[config.mk]
export PLATFORM = sky130hd
export DESIGN_NAME = rxpts_top
export DESIGN_NICKNAME = d
export VERILOG_FILES = /design/src/include/rxpts_pkg.sv /design/src/hdl/rxpts_tick_div.sv /design/src/hdl/rxpts_top.sv
export SDC_FILE = /design/constraint.sdc
export NUM_CORES = 1
export LEC_CHECK = 0
export BUFFER_PORTS_ARGS = -buffer_cell sky130_fd_sc_hd__buf_2
export CAP_MARGIN = 30
export CORE_MARGIN = 3
export CORE_UTILIZATION = 65
export DETAILED_ROUTE_END_ITERATION = 10
export HOLD_SLACK_MARGIN = 0.05
export PLACE_DENSITY = 0.95
export RECOVER_POWER = 50
export SETUP_SLACK_MARGIN = 0.15
export SYNTH_ARGS = -nofsm -noshare
export SYNTH_HDL_FRONTEND = slang
export SYNTH_SLANG_ARGS = --single-unit
[constraint.sdc]
create_clock -name CLOCK -period 16.2 [get_ports CLOCK]
set_input_delay 4.05 -clock CLOCK [delete_from_list [all_inputs] [get_ports CLOCK]]
set_output_delay 4.05 -clock CLOCK [all_outputs]
set_load 0.02 [all_outputs]
[src/include/rxpts_pkg.sv]
// shared constants and types of the receive polling timing sequencer
package rxpts_pkg;

  ////////////////////////////////////////////////////////////////////////////////
  // register map, byte addresses on the avalon slave
  localparam logic [3:0] RXPTS_CTRL_ADDR   = 4'h0;
  localparam logic [3:0] RXPTS_SLEEP_ADDR  = 4'h4;
  localparam logic [3:0] RXPTS_LIMIT_ADDR  = 4'h8;
  localparam logic [3:0] RXPTS_STATUS_ADDR = 4'hc;

  // control word field positions
  localparam int RXPTS_CTRL_EN_BIT   = 0;
  localparam int RXPTS_CTRL_LIM_BIT  = 1;
  localparam int RXPTS_CTRL_BR_LSB   = 2;
  localparam int RXPTS_CTRL_BCHK_LSB = 4;
  // sleep word field positions
  localparam int RXPTS_SLEEP_LSB     = 0;
  localparam int RXPTS_SLEEP_W       = 5;
  localparam int RXPTS_SLEEP_MULTIPLIER_LSB    = 8;
  localparam int RXPTS_SLEEP_MULTIPLIER_W      = 8;
  // limit word field positions
  localparam int RXPTS_LIMMIN_LSB    = 0;
  localparam int RXPTS_LIMMAX_LSB    = 8;
  localparam int RXPTS_LIM_W         = 8;
  // status word, sticky failure flag position
  localparam int RXPTS_STAT_FAIL_BIT = 16;

  // reset values
  localparam logic [31:0] RXPTS_CTRL_RESET  = 32'h0000_0000;
  localparam logic [31:0] RXPTS_SLEEP_RESET = 32'h0000_0101;
  localparam logic [31:0] RXPTS_LIMIT_RESET = 32'h0000_0f05;

  ////////////////////////////////////////////////////////////////////////////////
  // timing: crystal periods per basic clock, figures in basic clock periods
  localparam int XTAL_PER_BASIC      = 16;
  localparam int XTAL_PER_HALF_BASIC = XTAL_PER_BASIC / 2;
  localparam int SLEEP_UNIT_BASIC    = 1024;
  localparam int SLEEP_UNIT_SHIFT    = $clog2(SLEEP_UNIT_BASIC) + 1;  // in half periods
  // pll start-up of 798.5 basic periods held as half periods
  localparam logic [23:0] PLL_STARTUP_HALF = 24'h00063d;            // 1597 halves
  // signal processing start-up per bit-rate range: 930, 546, 354, 258 basic
  localparam logic [23:0] SIGP_STARTUP_HALF [4] = '{24'h000744, 24'h000444,
                                                   24'h0002c4, 24'h000204};
  // extended clock multiple with limit select low; doubled with it high
  localparam logic [4:0]  EXT_MULT_BASE_LO = 5'h08;
  localparam logic [4:0]  EXT_MULT_BASE_HI = 5'h10;
  // bit-check counts selectable by software: 0, 3, 6, 9 signal periods
  localparam logic [4:0]  BCHK_PERIODS [4] = '{5'h00, 5'h03, 5'h06, 5'h09};

  ////////////////////////////////////////////////////////////////////////////////
  // polling states, gray coded along the usual path
  typedef enum logic [2:0] {
    RXPTS_IDLE   = 3'h0,
    RXPTS_SLEEP  = 3'h1,
    RXPTS_PLL    = 3'h3,
    RXPTS_SIGP   = 3'h2,
    RXPTS_BCHK   = 3'h6,
    RXPTS_RECV   = 3'h7
  } rxpts_state_type;

  // control settings carried together
  typedef struct packed {
    logic       enable;
    logic       clock_limit_select;
    logic [1:0] bit_rate_range;
    logic [1:0] bit_check_select;
  } rxpts_cfg_type;

endpackage

[src/hdl/rxpts_tick_div.sv]
`timescale 1ns/100ps
`default_nettype none
// pulse generator: one tick every div enabled cycles
module rxpts_tick_div #(
  parameter int W = 5
) (
  // clock and reset
  input  wire logic         clk,
  input  wire logic         rst_n,
  // division control
  input  wire logic         en,
  input  wire logic [W-1:0] div,
  // tick out
  output logic              tick
);

  logic [W-1:0] count;
  logic [W-1:0] next_count;
  logic         next_tick;

  ////////////////////////////////////////////////////////////////////////////////
  // a divisor of zero behaves like one so the tick never stops
  always_comb begin
    next_count = count;
    next_tick  = 1'b0;
    if (en) begin
      if (div == '0 || count >= div - W'(1)) begin
        next_count = '0;
        next_tick  = 1'b1;
      end else begin
        next_count = count + W'(1);
      end
    end
  end

  // registers only
  always_ff @(posedge clk or negedge rst_n) begin
    if (!rst_n) begin
      count <= '0;
      tick  <= 1'b0;
    end else begin
      count <= next_count;
      tick  <= next_tick;
    end
  end

endmodule
`default_nettype wire

[src/hdl/rxpts_top.sv]
`timescale 1ns/100ps
`default_nettype none
// Notes on behaviour
// - basic clock is sixteen crystal periods
// - extended clock multiple from range and limit
// - pll 798.5, then range dependent start-up
// - no signal ends bit-check near one period
// - valid signal passes after N periods
// - edge interval checked against two limits
module rxpts_top
  import rxpts_pkg::*;
(
  // clock and reset; CLOCK is the crystal clock
  input  wire logic        CLOCK,
  input  wire logic        RESETN,
  // avalon-mm slave
  input  wire logic [3:0]  AVS_ADDRESS,
  input  wire logic        AVS_READ,
  input  wire logic        AVS_WRITE,
  input  wire logic [31:0] AVS_WRITEDATA,
  output logic      [31:0] AVS_READDATA,
  output logic             AVS_WAITREQUEST,
  // demodulated manchester data pin
  input  wire logic        RX_DATA,
  // receive path controls
  output logic             PLL_ENABLE,
  output logic             SIG_PROC_ENABLE,
  output logic             DATA_VALID,
  output logic             EXT_CLOCK_TICK
);

  ////////////////////////////////////////////////////////////////////////////////
  // declarations
  logic [31:0]     ctrl_reg;
  logic [31:0]     sleep_reg;
  logic [31:0]     limit_reg;
  logic [31:0]     next_ctrl_reg;
  logic [31:0]     next_sleep_reg;
  logic [31:0]     next_limit_reg;
  logic            fail_seen;
  logic            next_fail_seen;
  logic            ack;
  logic            next_ack;
  logic [31:0]     next_readdata;
  logic            wr_take;
  rxpts_cfg_type   cfg;
  logic            half_tick;
  logic            basic_tick;
  logic            ext_tick;
  logic [4:0]      ext_mult;
  logic            rx_meta;
  logic            rx_sync;
  logic            rx_prev;
  logic            rx_edge;
  rxpts_state_type state;
  rxpts_state_type next_state;
  logic [23:0]     timer;
  logic [23:0]     next_timer;
  logic [23:0]     sleep_half;
  logic [12:0]     sleep_prod;
  logic [7:0]      ivl;
  logic [7:0]      next_ivl;
  logic            seen_edge;
  logic            next_seen_edge;
  logic [4:0]      good;
  logic [4:0]      next_good;
  logic [4:0]      good_need;
  logic [7:0]      lim_min;
  logic [7:0]      lim_max;
  logic            chk_fail;
  logic            next_pll_enable;
  logic            next_sig_proc_enable;
  logic            next_data_valid;
  logic            next_ext_clock_tick;

  assign cfg.enable             = ctrl_reg[RXPTS_CTRL_EN_BIT];
  assign cfg.clock_limit_select = ctrl_reg[RXPTS_CTRL_LIM_BIT];
  assign cfg.bit_rate_range     = ctrl_reg[RXPTS_CTRL_BR_LSB +: 2];
  assign cfg.bit_check_select   = ctrl_reg[RXPTS_CTRL_BCHK_LSB +: 2];
  assign lim_min = limit_reg[RXPTS_LIMMIN_LSB +: RXPTS_LIM_W];
  assign lim_max = limit_reg[RXPTS_LIMMAX_LSB +: RXPTS_LIM_W];

  ////////////////////////////////////////////////////////////////////////////////
  // clock dividers: half and full basic periods from the crystal clock
  rxpts_tick_div #(.W(5)) u_half_div (
    .clk   (CLOCK),
    .rst_n (RESETN),
    .en    (1'b1),
    .div   (5'(XTAL_PER_HALF_BASIC)),
    .tick  (half_tick)
  );

  // both dividers start together, so every basic tick is also a half tick
  rxpts_tick_div #(.W(5)) u_basic_div (
    .clk   (CLOCK),
    .rst_n (RESETN),
    .en    (1'b1),
    .div   (5'(XTAL_PER_BASIC)),
    .tick  (basic_tick)
  );

  // extended clock multiple halves per range step, doubled by the limit bit
  assign ext_mult = (cfg.clock_limit_select ? EXT_MULT_BASE_HI : EXT_MULT_BASE_LO)
                    >> cfg.bit_rate_range;

  rxpts_tick_div #(.W(5)) u_ext_div (
    .clk   (CLOCK),
    .rst_n (RESETN),
    .en    (basic_tick),
    .div   (ext_mult),
    .tick  (ext_tick)
  );

  ////////////////////////////////////////////////////////////////////////////////
  // receive data pin: two-flop synchroniser, then a third flop for edges
  always_ff @(posedge CLOCK or negedge RESETN) begin
    if (!RESETN) begin
      rx_meta <= 1'b0;
      rx_sync <= 1'b0;
      rx_prev <= 1'b0;
    end else begin
      rx_meta <= RX_DATA;
      rx_sync <= rx_meta;
      rx_prev <= rx_sync;
    end
  end

  assign rx_edge = rx_sync ^ rx_prev;

  ////////////////////////////////////////////////////////////////////////////////
  // avalon slave: one wait cycle, then waitrequest low for a single edge
  assign wr_take = AVS_WRITE && ack;

  always_comb begin
    next_ack      = (AVS_READ || AVS_WRITE) && !ack;
    next_readdata = AVS_READDATA;
    if (AVS_READ && !ack) begin
      if (AVS_ADDRESS == RXPTS_CTRL_ADDR) begin
        next_readdata = ctrl_reg;
      end else if (AVS_ADDRESS == RXPTS_SLEEP_ADDR) begin
        next_readdata = sleep_reg;
      end else if (AVS_ADDRESS == RXPTS_LIMIT_ADDR) begin
        next_readdata = limit_reg;
      end else if (AVS_ADDRESS == RXPTS_STATUS_ADDR) begin
        next_readdata = '0;
        next_readdata[2:0]  = state;
        next_readdata[3]    = DATA_VALID;
        next_readdata[8:4]  = good;
        next_readdata[15:9] = ivl[6:0];
        next_readdata[RXPTS_STAT_FAIL_BIT] = fail_seen;
      end else begin
        next_readdata = '0;  // unmapped reads as zero
      end
    end
  end

  // register writes land at the edge where waitrequest is seen low
  always_comb begin
    next_ctrl_reg  = ctrl_reg;
    next_sleep_reg = sleep_reg;
    next_limit_reg = limit_reg;
    next_fail_seen = fail_seen;
    if (wr_take) begin
      if (AVS_ADDRESS == RXPTS_CTRL_ADDR) begin
        next_ctrl_reg = {26'h0, AVS_WRITEDATA[5:0]};
      end else if (AVS_ADDRESS == RXPTS_SLEEP_ADDR) begin
        next_sleep_reg = {16'h0, AVS_WRITEDATA[15:8], 3'h0, AVS_WRITEDATA[4:0]};
      end else if (AVS_ADDRESS == RXPTS_LIMIT_ADDR) begin
        next_limit_reg = {16'h0, AVS_WRITEDATA[15:0]};
      end else if (AVS_ADDRESS == RXPTS_STATUS_ADDR &&
                   AVS_WRITEDATA[RXPTS_STAT_FAIL_BIT]) begin
        next_fail_seen = 1'b0;  // write one to clear
      end
    end
    // a failure in the clearing cycle still sets the flag
    if (chk_fail) begin
      next_fail_seen = 1'b1;
    end
  end

  always_ff @(posedge CLOCK or negedge RESETN) begin
    if (!RESETN) begin
      ctrl_reg        <= RXPTS_CTRL_RESET;
      sleep_reg       <= RXPTS_SLEEP_RESET;
      limit_reg       <= RXPTS_LIMIT_RESET;
      fail_seen       <= 1'b0;
      ack             <= 1'b0;
      AVS_WAITREQUEST <= 1'b1;
      AVS_READDATA    <= '0;
    end else begin
      ctrl_reg        <= next_ctrl_reg;
      sleep_reg       <= next_sleep_reg;
      limit_reg       <= next_limit_reg;
      fail_seen       <= next_fail_seen;
      ack             <= next_ack;
      AVS_WAITREQUEST <= !next_ack;
      AVS_READDATA    <= next_readdata;
    end
  end

  ////////////////////////////////////////////////////////////////////////////////
  // sleep length in half basic periods: sleep x multiplier x 1024 x 2
  // product kept at full width before the shift, else long sleeps would wrap
  assign sleep_prod = 13'(sleep_reg[RXPTS_SLEEP_LSB +: RXPTS_SLEEP_W]) *
                      13'(sleep_reg[RXPTS_SLEEP_MULTIPLIER_LSB +: RXPTS_SLEEP_MULTIPLIER_W]);
  assign sleep_half = {sleep_prod, SLEEP_UNIT_SHIFT'(0)};
  // two edge intervals per manchester period
  assign good_need  = BCHK_PERIODS[cfg.bit_check_select] << 1;

  // bit-check fails on a short or long interval; a silent input times out
  // after lim_max, about one signal period, so polling resumes fast
  always_comb begin
    chk_fail = 1'b0;
    if (state == RXPTS_BCHK && good_need != 5'h00) begin
      if (rx_edge && seen_edge && (ivl < lim_min || ivl > lim_max)) begin
        chk_fail = 1'b1;
      end else if (!rx_edge && ivl > lim_max) begin
        chk_fail = 1'b1;
      end
    end
  end

  ////////////////////////////////////////////////////////////////////////////////
  // polling sequencer
  always_comb begin
    next_state     = state;
    next_timer     = timer;
    next_ivl       = ivl;
    next_seen_edge = seen_edge;
    next_good      = good;
    if (half_tick) begin
      next_timer = timer + 24'h000001;
    end
    case (state)
      RXPTS_IDLE: begin
        next_timer = '0;
        if (cfg.enable) begin
          next_state = RXPTS_SLEEP;
        end
      end
      RXPTS_SLEEP: begin
        if (timer >= sleep_half) begin
          next_state = RXPTS_PLL;
          next_timer = '0;
        end
      end
      RXPTS_PLL: begin
        if (timer >= PLL_STARTUP_HALF) begin
          next_state = RXPTS_SIGP;
          next_timer = '0;
        end
      end
      RXPTS_SIGP: begin
        if (timer >= SIGP_STARTUP_HALF[cfg.bit_rate_range]) begin
          next_state     = RXPTS_BCHK;
          next_ivl       = '0;
          next_seen_edge = 1'b0;
          next_good      = '0;
        end
      end
      RXPTS_BCHK: begin
        if (ext_tick && ivl != 8'hff) begin
          next_ivl = ivl + 8'h01;
        end
        if (good == good_need) begin
          next_state = RXPTS_RECV;
        end else if (chk_fail) begin
          next_state = RXPTS_SLEEP;
          next_timer = '0;
        end else if (rx_edge) begin
          next_ivl       = '0;
          next_seen_edge = 1'b1;
          if (seen_edge) begin
            next_good = good + 5'h01;
          end
        end
      end
      RXPTS_RECV: begin
        next_timer = '0;
      end
      default: begin
        next_state = RXPTS_IDLE;
      end
    endcase
    // dropping the enable stops polling from any state
    if (!cfg.enable) begin
      next_state = RXPTS_IDLE;
      next_timer = '0;
    end
  end

  // state outputs follow the next state and the tick output follows ext_tick, so all come straight from flops
  always_comb begin
    next_pll_enable      = next_state == RXPTS_PLL || next_state == RXPTS_SIGP ||
                           next_state == RXPTS_BCHK || next_state == RXPTS_RECV;
    next_sig_proc_enable = next_state == RXPTS_SIGP || next_state == RXPTS_BCHK ||
                           next_state == RXPTS_RECV;
    next_data_valid      = next_state == RXPTS_RECV;
    next_ext_clock_tick  = ext_tick;
  end

  always_ff @(posedge CLOCK or negedge RESETN) begin
    if (!RESETN) begin
      state           <= RXPTS_IDLE;
      timer           <= '0;
      ivl             <= '0;
      seen_edge       <= 1'b0;
      good            <= '0;
      PLL_ENABLE      <= 1'b0;
      SIG_PROC_ENABLE <= 1'b0;
      DATA_VALID      <= 1'b0;
      EXT_CLOCK_TICK  <= 1'b0;
    end else begin
      state           <= next_state;
      timer           <= next_timer;
      ivl             <= next_ivl;
      seen_edge       <= next_seen_edge;
      good            <= next_good;
      PLL_ENABLE      <= next_pll_enable;
      SIG_PROC_ENABLE <= next_sig_proc_enable;
      DATA_VALID      <= next_data_valid;
      EXT_CLOCK_TICK  <= next_ext_clock_tick;
    end
  end

endmodule
`default_nettype wire

Word level (Yosys, flattened, before mapping)
Index checks and enable logic that the tools add are counted. Widths: inputs -> output; s select.

Output and inout port bits: 37. Input port bits: 41. Latch bits: 0. Memories kept: 0. ROM bits: 0. Bits in registers: 136. Memory bits (writable): 0. Word-level logic and storage cells: 164.

$mul: 1. $lt $le $gt $ge: 10. Muxes and demuxes: 58. Bitwise logic cells: 5. Eq/ne operators: 22. Reductions and logical operators: 35. Divide/modulo/power cells: 0. Shifts and indexed selects: 1. Add/sub/neg operators: 7.

Operators with widths (number): $mux 24 (8); $pmux 24 s4 (1); $mux 17 (4); $bmux 24 s2 (1); $ge 24x24->1 (2); $mux 5 (9); $mux 8 (5); $add 24x1->24 const B (1); $ge 24x11->1 const B (1); $add 5x1->5 const B (4); $mux 3 (6); $pmux 3 s6 (1); $mux 1 (17); $ne 2x2->1 const B (8); $pmux 8 s2 (1); $mul 5x8->13 (1); $eq 3x2->1 const B (4); $eq 3x3->1 const B (4); $bmux 5 s2 (1); $pmux 5 s2 (1); $reduce_and 5->1 (2); $logic_and 1x1->1 (9); $add 8x1->8 const B (1); $eq 4x4->1 const B (2); 29 further kinds (45).

Logic depth before layout (Yosys ltp)
Depth after elaboration: 15. Mapped depth: 23. Mapped depth without buffers: 21.

Cells and area by module
From an unflattened synthesis, not the netlist that was laid out.

Cells, all modules: 885. Area, all modules: 8393.0 um2.

By module, submodules not included: rxpts_top (area each 7019.2 um2, cells each 750, sequential area each 2563.7 um2, instances 1); rxpts_tick_div (area each 457.9 um2, cells each 45, sequential area each 150.1 um2, instances 3).

Least setup slack after synthesis
Ideal clock, no wire load.

Path type: input port to flip-flop. From: in AVS_ADDRESS[1]. To: reg ctrl_reg[0]. Data arrival time: 5.522 ns. Path slack: 10.554 ns. Required time: 16.075 ns. Stages on the path: 4. Library setup time: 0.125 ns. Path buffers: 1. Cell sequence: nor4_1 > and3_1 > clkbuf_1 > mux2_2.

Word-level cells in the longest chain between the ends: 2.

RTL lines: start: declaration (line rxpts_top.sv:17) `input wire logic [3:0] AVS_ADDRESS,`; $logic_not 4->1 (line rxpts_top.sv:164) `if (AVS_ADDRESS == RXPTS_CTRL_ADDR) begin`; $reduce_and 2->1 (no source line); end signal: assignment (line rxpts_top.sv:191) `ctrl_reg <= next_ctrl_reg;`; end: declaration (line rxpts_top.sv:34) `logic [31:0] ctrl_reg;`.

Every way passes these cells. A chain may end at the register's enable or synchronous reset.

==> results.sh <==
export IMPL_antenna_found_initial=0
export IMPL_first_pass_iters=5
export IMPL_antenna_cells=0
export IMPL_via_count=6429
export IMPL_syn2layout_area_growth_pct=11.2
export IMPL_design_core_area_um2=11600
export IMPL_drt_iter0_markers=684
export IMPL_nets=1003
export IMPL_crit_arrival_ns=8.82
export IMPL_synth_edff_count=0
export IMPL_rsz0062_at_grt="false"
export IMPL_fmax_ghz=0.109
export IMPL_fin_cells=1025
export IMPL_ys_seq_area_share_pct=38.4
export IMPL_synth_most_common_cell="dfrtp_1"
export IMPL_final_layout_size_suffix_gt1_share_pct=13.7
export IMPL_die_h_um=116
export IMPL_critPathKind="in -> async"
export IMPL_ys_warn_count=0
export IMPL_start_util_pct=67.5
export IMPL_port_buffers=47
export IMPL_largest_register_ffs=24
export IMPL_leakage_nw=4.18
export IMPL_cpPeakStageDelay_ns=2.68
export IMPL_grt_pass1_wl_mm=30.8
export IMPL_cts_max_level=4
export IMPL_async_flop_share_pct=100
export IMPL_grt_overflow=0
export IMPL_rows=39
export IMPL_numCtsBuffers=17
export IMPL_setup_viol=0
export IMPL_period_needed_ns=9.16
export IMPL_cts_hold_buf=0
export IMPL_cts_root_buf="clkbuf_16"
export IMPL_final_max_slew_viol_count=136
export IMPL_irDropWorstVdd_uv=107
export IMPL_max_cap_violations=3
export IMPL_slew_headroom_pct=-152
export IMPL_pwr_density_cell_nw_per_um2=120
export IMPL_power_w=0.00105
export IMPL_dp_hpwl_mm=12.7
export IMPL_worst_slew_pin_slew_ns=3.78
export IMPL_tns_ns=0
export IMPL_clkTransAtPathRegs_ns=0.06
export IMPL_synth_cell_types=72
export IMPL_yosys_area_top_type_share_pct=35.4
export IMPL_post_synth_top_area_cell="dfrtp_1"
export IMPL_finalHoldWorstSlack_ns=0.348
export IMPL_drc_errors=0
export IMPL_grt_pass1_vias=6360
export IMPL_design_portCount=78
export IMPL_synth_ff_type="dfrtp_1"
export IMPL_netlist_area_um2=7840
export IMPL_globalplace_congestion=0.866
export IMPL_synth_seq_cells=120
export IMPL_grt_usage_pct=29.4
export IMPL_hold_class="reg -> reg"
export IMPL_synth_common_cells="dfrtp_1, nor2_1, nand2_1"
export IMPL_post_cts_setup_buffers=0
export IMPL_syn_area_per_cell_um2=9.58
export IMPL_path_max_fanout=71
export IMPL_critPathLaunchType="primary input"
export IMPL_dieArea_um2=13400
export IMPL_via_per_inst=6.27
export IMPL_skew_ns=0.0105
export IMPL_path_cells="clkbuf_1 > clkbuf_1 > clkbuf_1"
export IMPL_cts_tree="built"
export IMPL_chipWidth_um=116
export IMPL_yosys_top_cells_area="dfrtp_1, ha_1, fa_1"
export IMPL_ant_nets=0
export IMPL_cts_sinks=120
export IMPL_slowest_stage="clkbuf_1"
export IMPL_path_buf_inv=3
export IMPL_crit_path_end_kind="async pin"
export IMPL_final_hold_violation_count=0
export IMPL_violations="max-capacitance violations, max-slew violations"
export IMPL_wl_mm=18.8
export IMPL_insertion_delay_ns=0.43
export IMPL_syn_inst=819
export IMPL_post_cts_resized=0
export IMPL_finalCritPeriodShare_pct=56.6
export IMPL_required_ns=15.86
export IMPL_grt_max_degree=78
export IMPL_routedWlPerCell_um=18.4
export IMPL_status="finished, violations left"
export IMPL_dp_cells=992
export IMPL_cts_buffer_depth=2
export IMPL_cp_common_cell="clkbuf_1"
export IMPL_cpLargestDelayFamily="buffers and inverters"
logic make-up (layout without fill, tap and decap cells):
family	after synthesis	in the layout	share of synthesized area (%)
buffers and inverters	102	149	5.79
other	1	17	0.0478
DFF	120	120	38.4
adders and majority gates	93	93	16.6
xor gates and xnor gates	40	40	4.56
and+or+nand+nor	291	291	17.9
AOI/OAI and AO/OA	150	150	13.6
muxes	22	22	3.11
worst paths after layout:
path	from	to	slack [ns]	depth (start not counted)
setup / recovery	RESETN	timer[21]	7.04	3
hold / removal	rx_meta	rx_sync	0.35	0
setup reg to reg	sleep_reg[3]	timer[6]	9.96	20
hold reg to reg	rx_meta	rx_sync	0.35	0
max in group CLOCK	sleep_reg[3]	timer[6]	9.96	20
min in group asynchronous	RESETN	sleep_reg[12]	4.31	1
worst reg2reg max path: cells and delay by family, from the launching register on:
| family | cells | cell delay (ns) |
|---|---|---|
| flip-flops | 1 | 0.61 |
| buffers and inverters | 1 | 0.05 |
| AO/OA/AOI/OAI | 8 | 2.49 |
| AND/OR/NAND/NOR | 6 | 0.77 |
| adder cells (fa/ha/maj) | 5 | 2.19 |
placed cells by master (no fill, tap or decap), types with 6 or more instances in the layout:
master,n
clkbuf_16,17
nand2b_1,6
mux2_2,18
o21ai_0,31
nor2b_1,9
nand4_1,15
conb_1,17
a22oi_1,21
nand3_1,19
xnor2_1,16
a211o_1,6
dfstp_2,9
nand2_1,78
and3_1,11
a21oi_1,19
dfrtp_1,111
nor3_1,13
fa_1,18
and2_1,28
inv_1,64
buf_2,45
xor2_1,23
a21o_1,15
a31oi_1,19
nor2_1,87
ha_1,75
layout make-up:
| type | instances | area (um^2) |
|---|---|---|
| inverter | 64 | 240 |
| clock buffer | 19 | 443 |
| tap | 143 | 179 |
| multi-input combinational | 613 | 4400 |
| fill | 761 | 2900 |
| sequential | 120 | 3010 |
| timing repair buffer | 53 | 270 |
| clock inverter | 13 | 169 |
layer usage:
metal	global-route usage, %	vias to the layer above	wire [um]
met5	0	-	0
met2	47.6	331	9250
met4	14.3	0	631
met3	5.95	73	1570
met1	37.9	3114	7380
li1	-	2911	-
through the flow:
stage | area [um^2] | setup WS (ns) | util (%)
6_report | 8720 | 7.04 | 75.1
5_1_grt | 8720 | 6.10 | 75.1
4_1_cts | 8760 | 9.97 | 75.4
3_5_place_dp | 8150 | 10.06 | 70.1
3_3_place_gp | 8140 | 9.79 | 70.1
2_1_floorplan | 7900 | 10.55 | -
where the power goes:
part           leakage (nW)  switching [W]  internal, W
clock                 0.287       0.000144     0.000247
combinational          2.36       0.000159     0.000111
sequential             1.53      0.0000459     0.000340
total                  4.18       0.000349     0.000698
(Power assumes the default switching activity.)
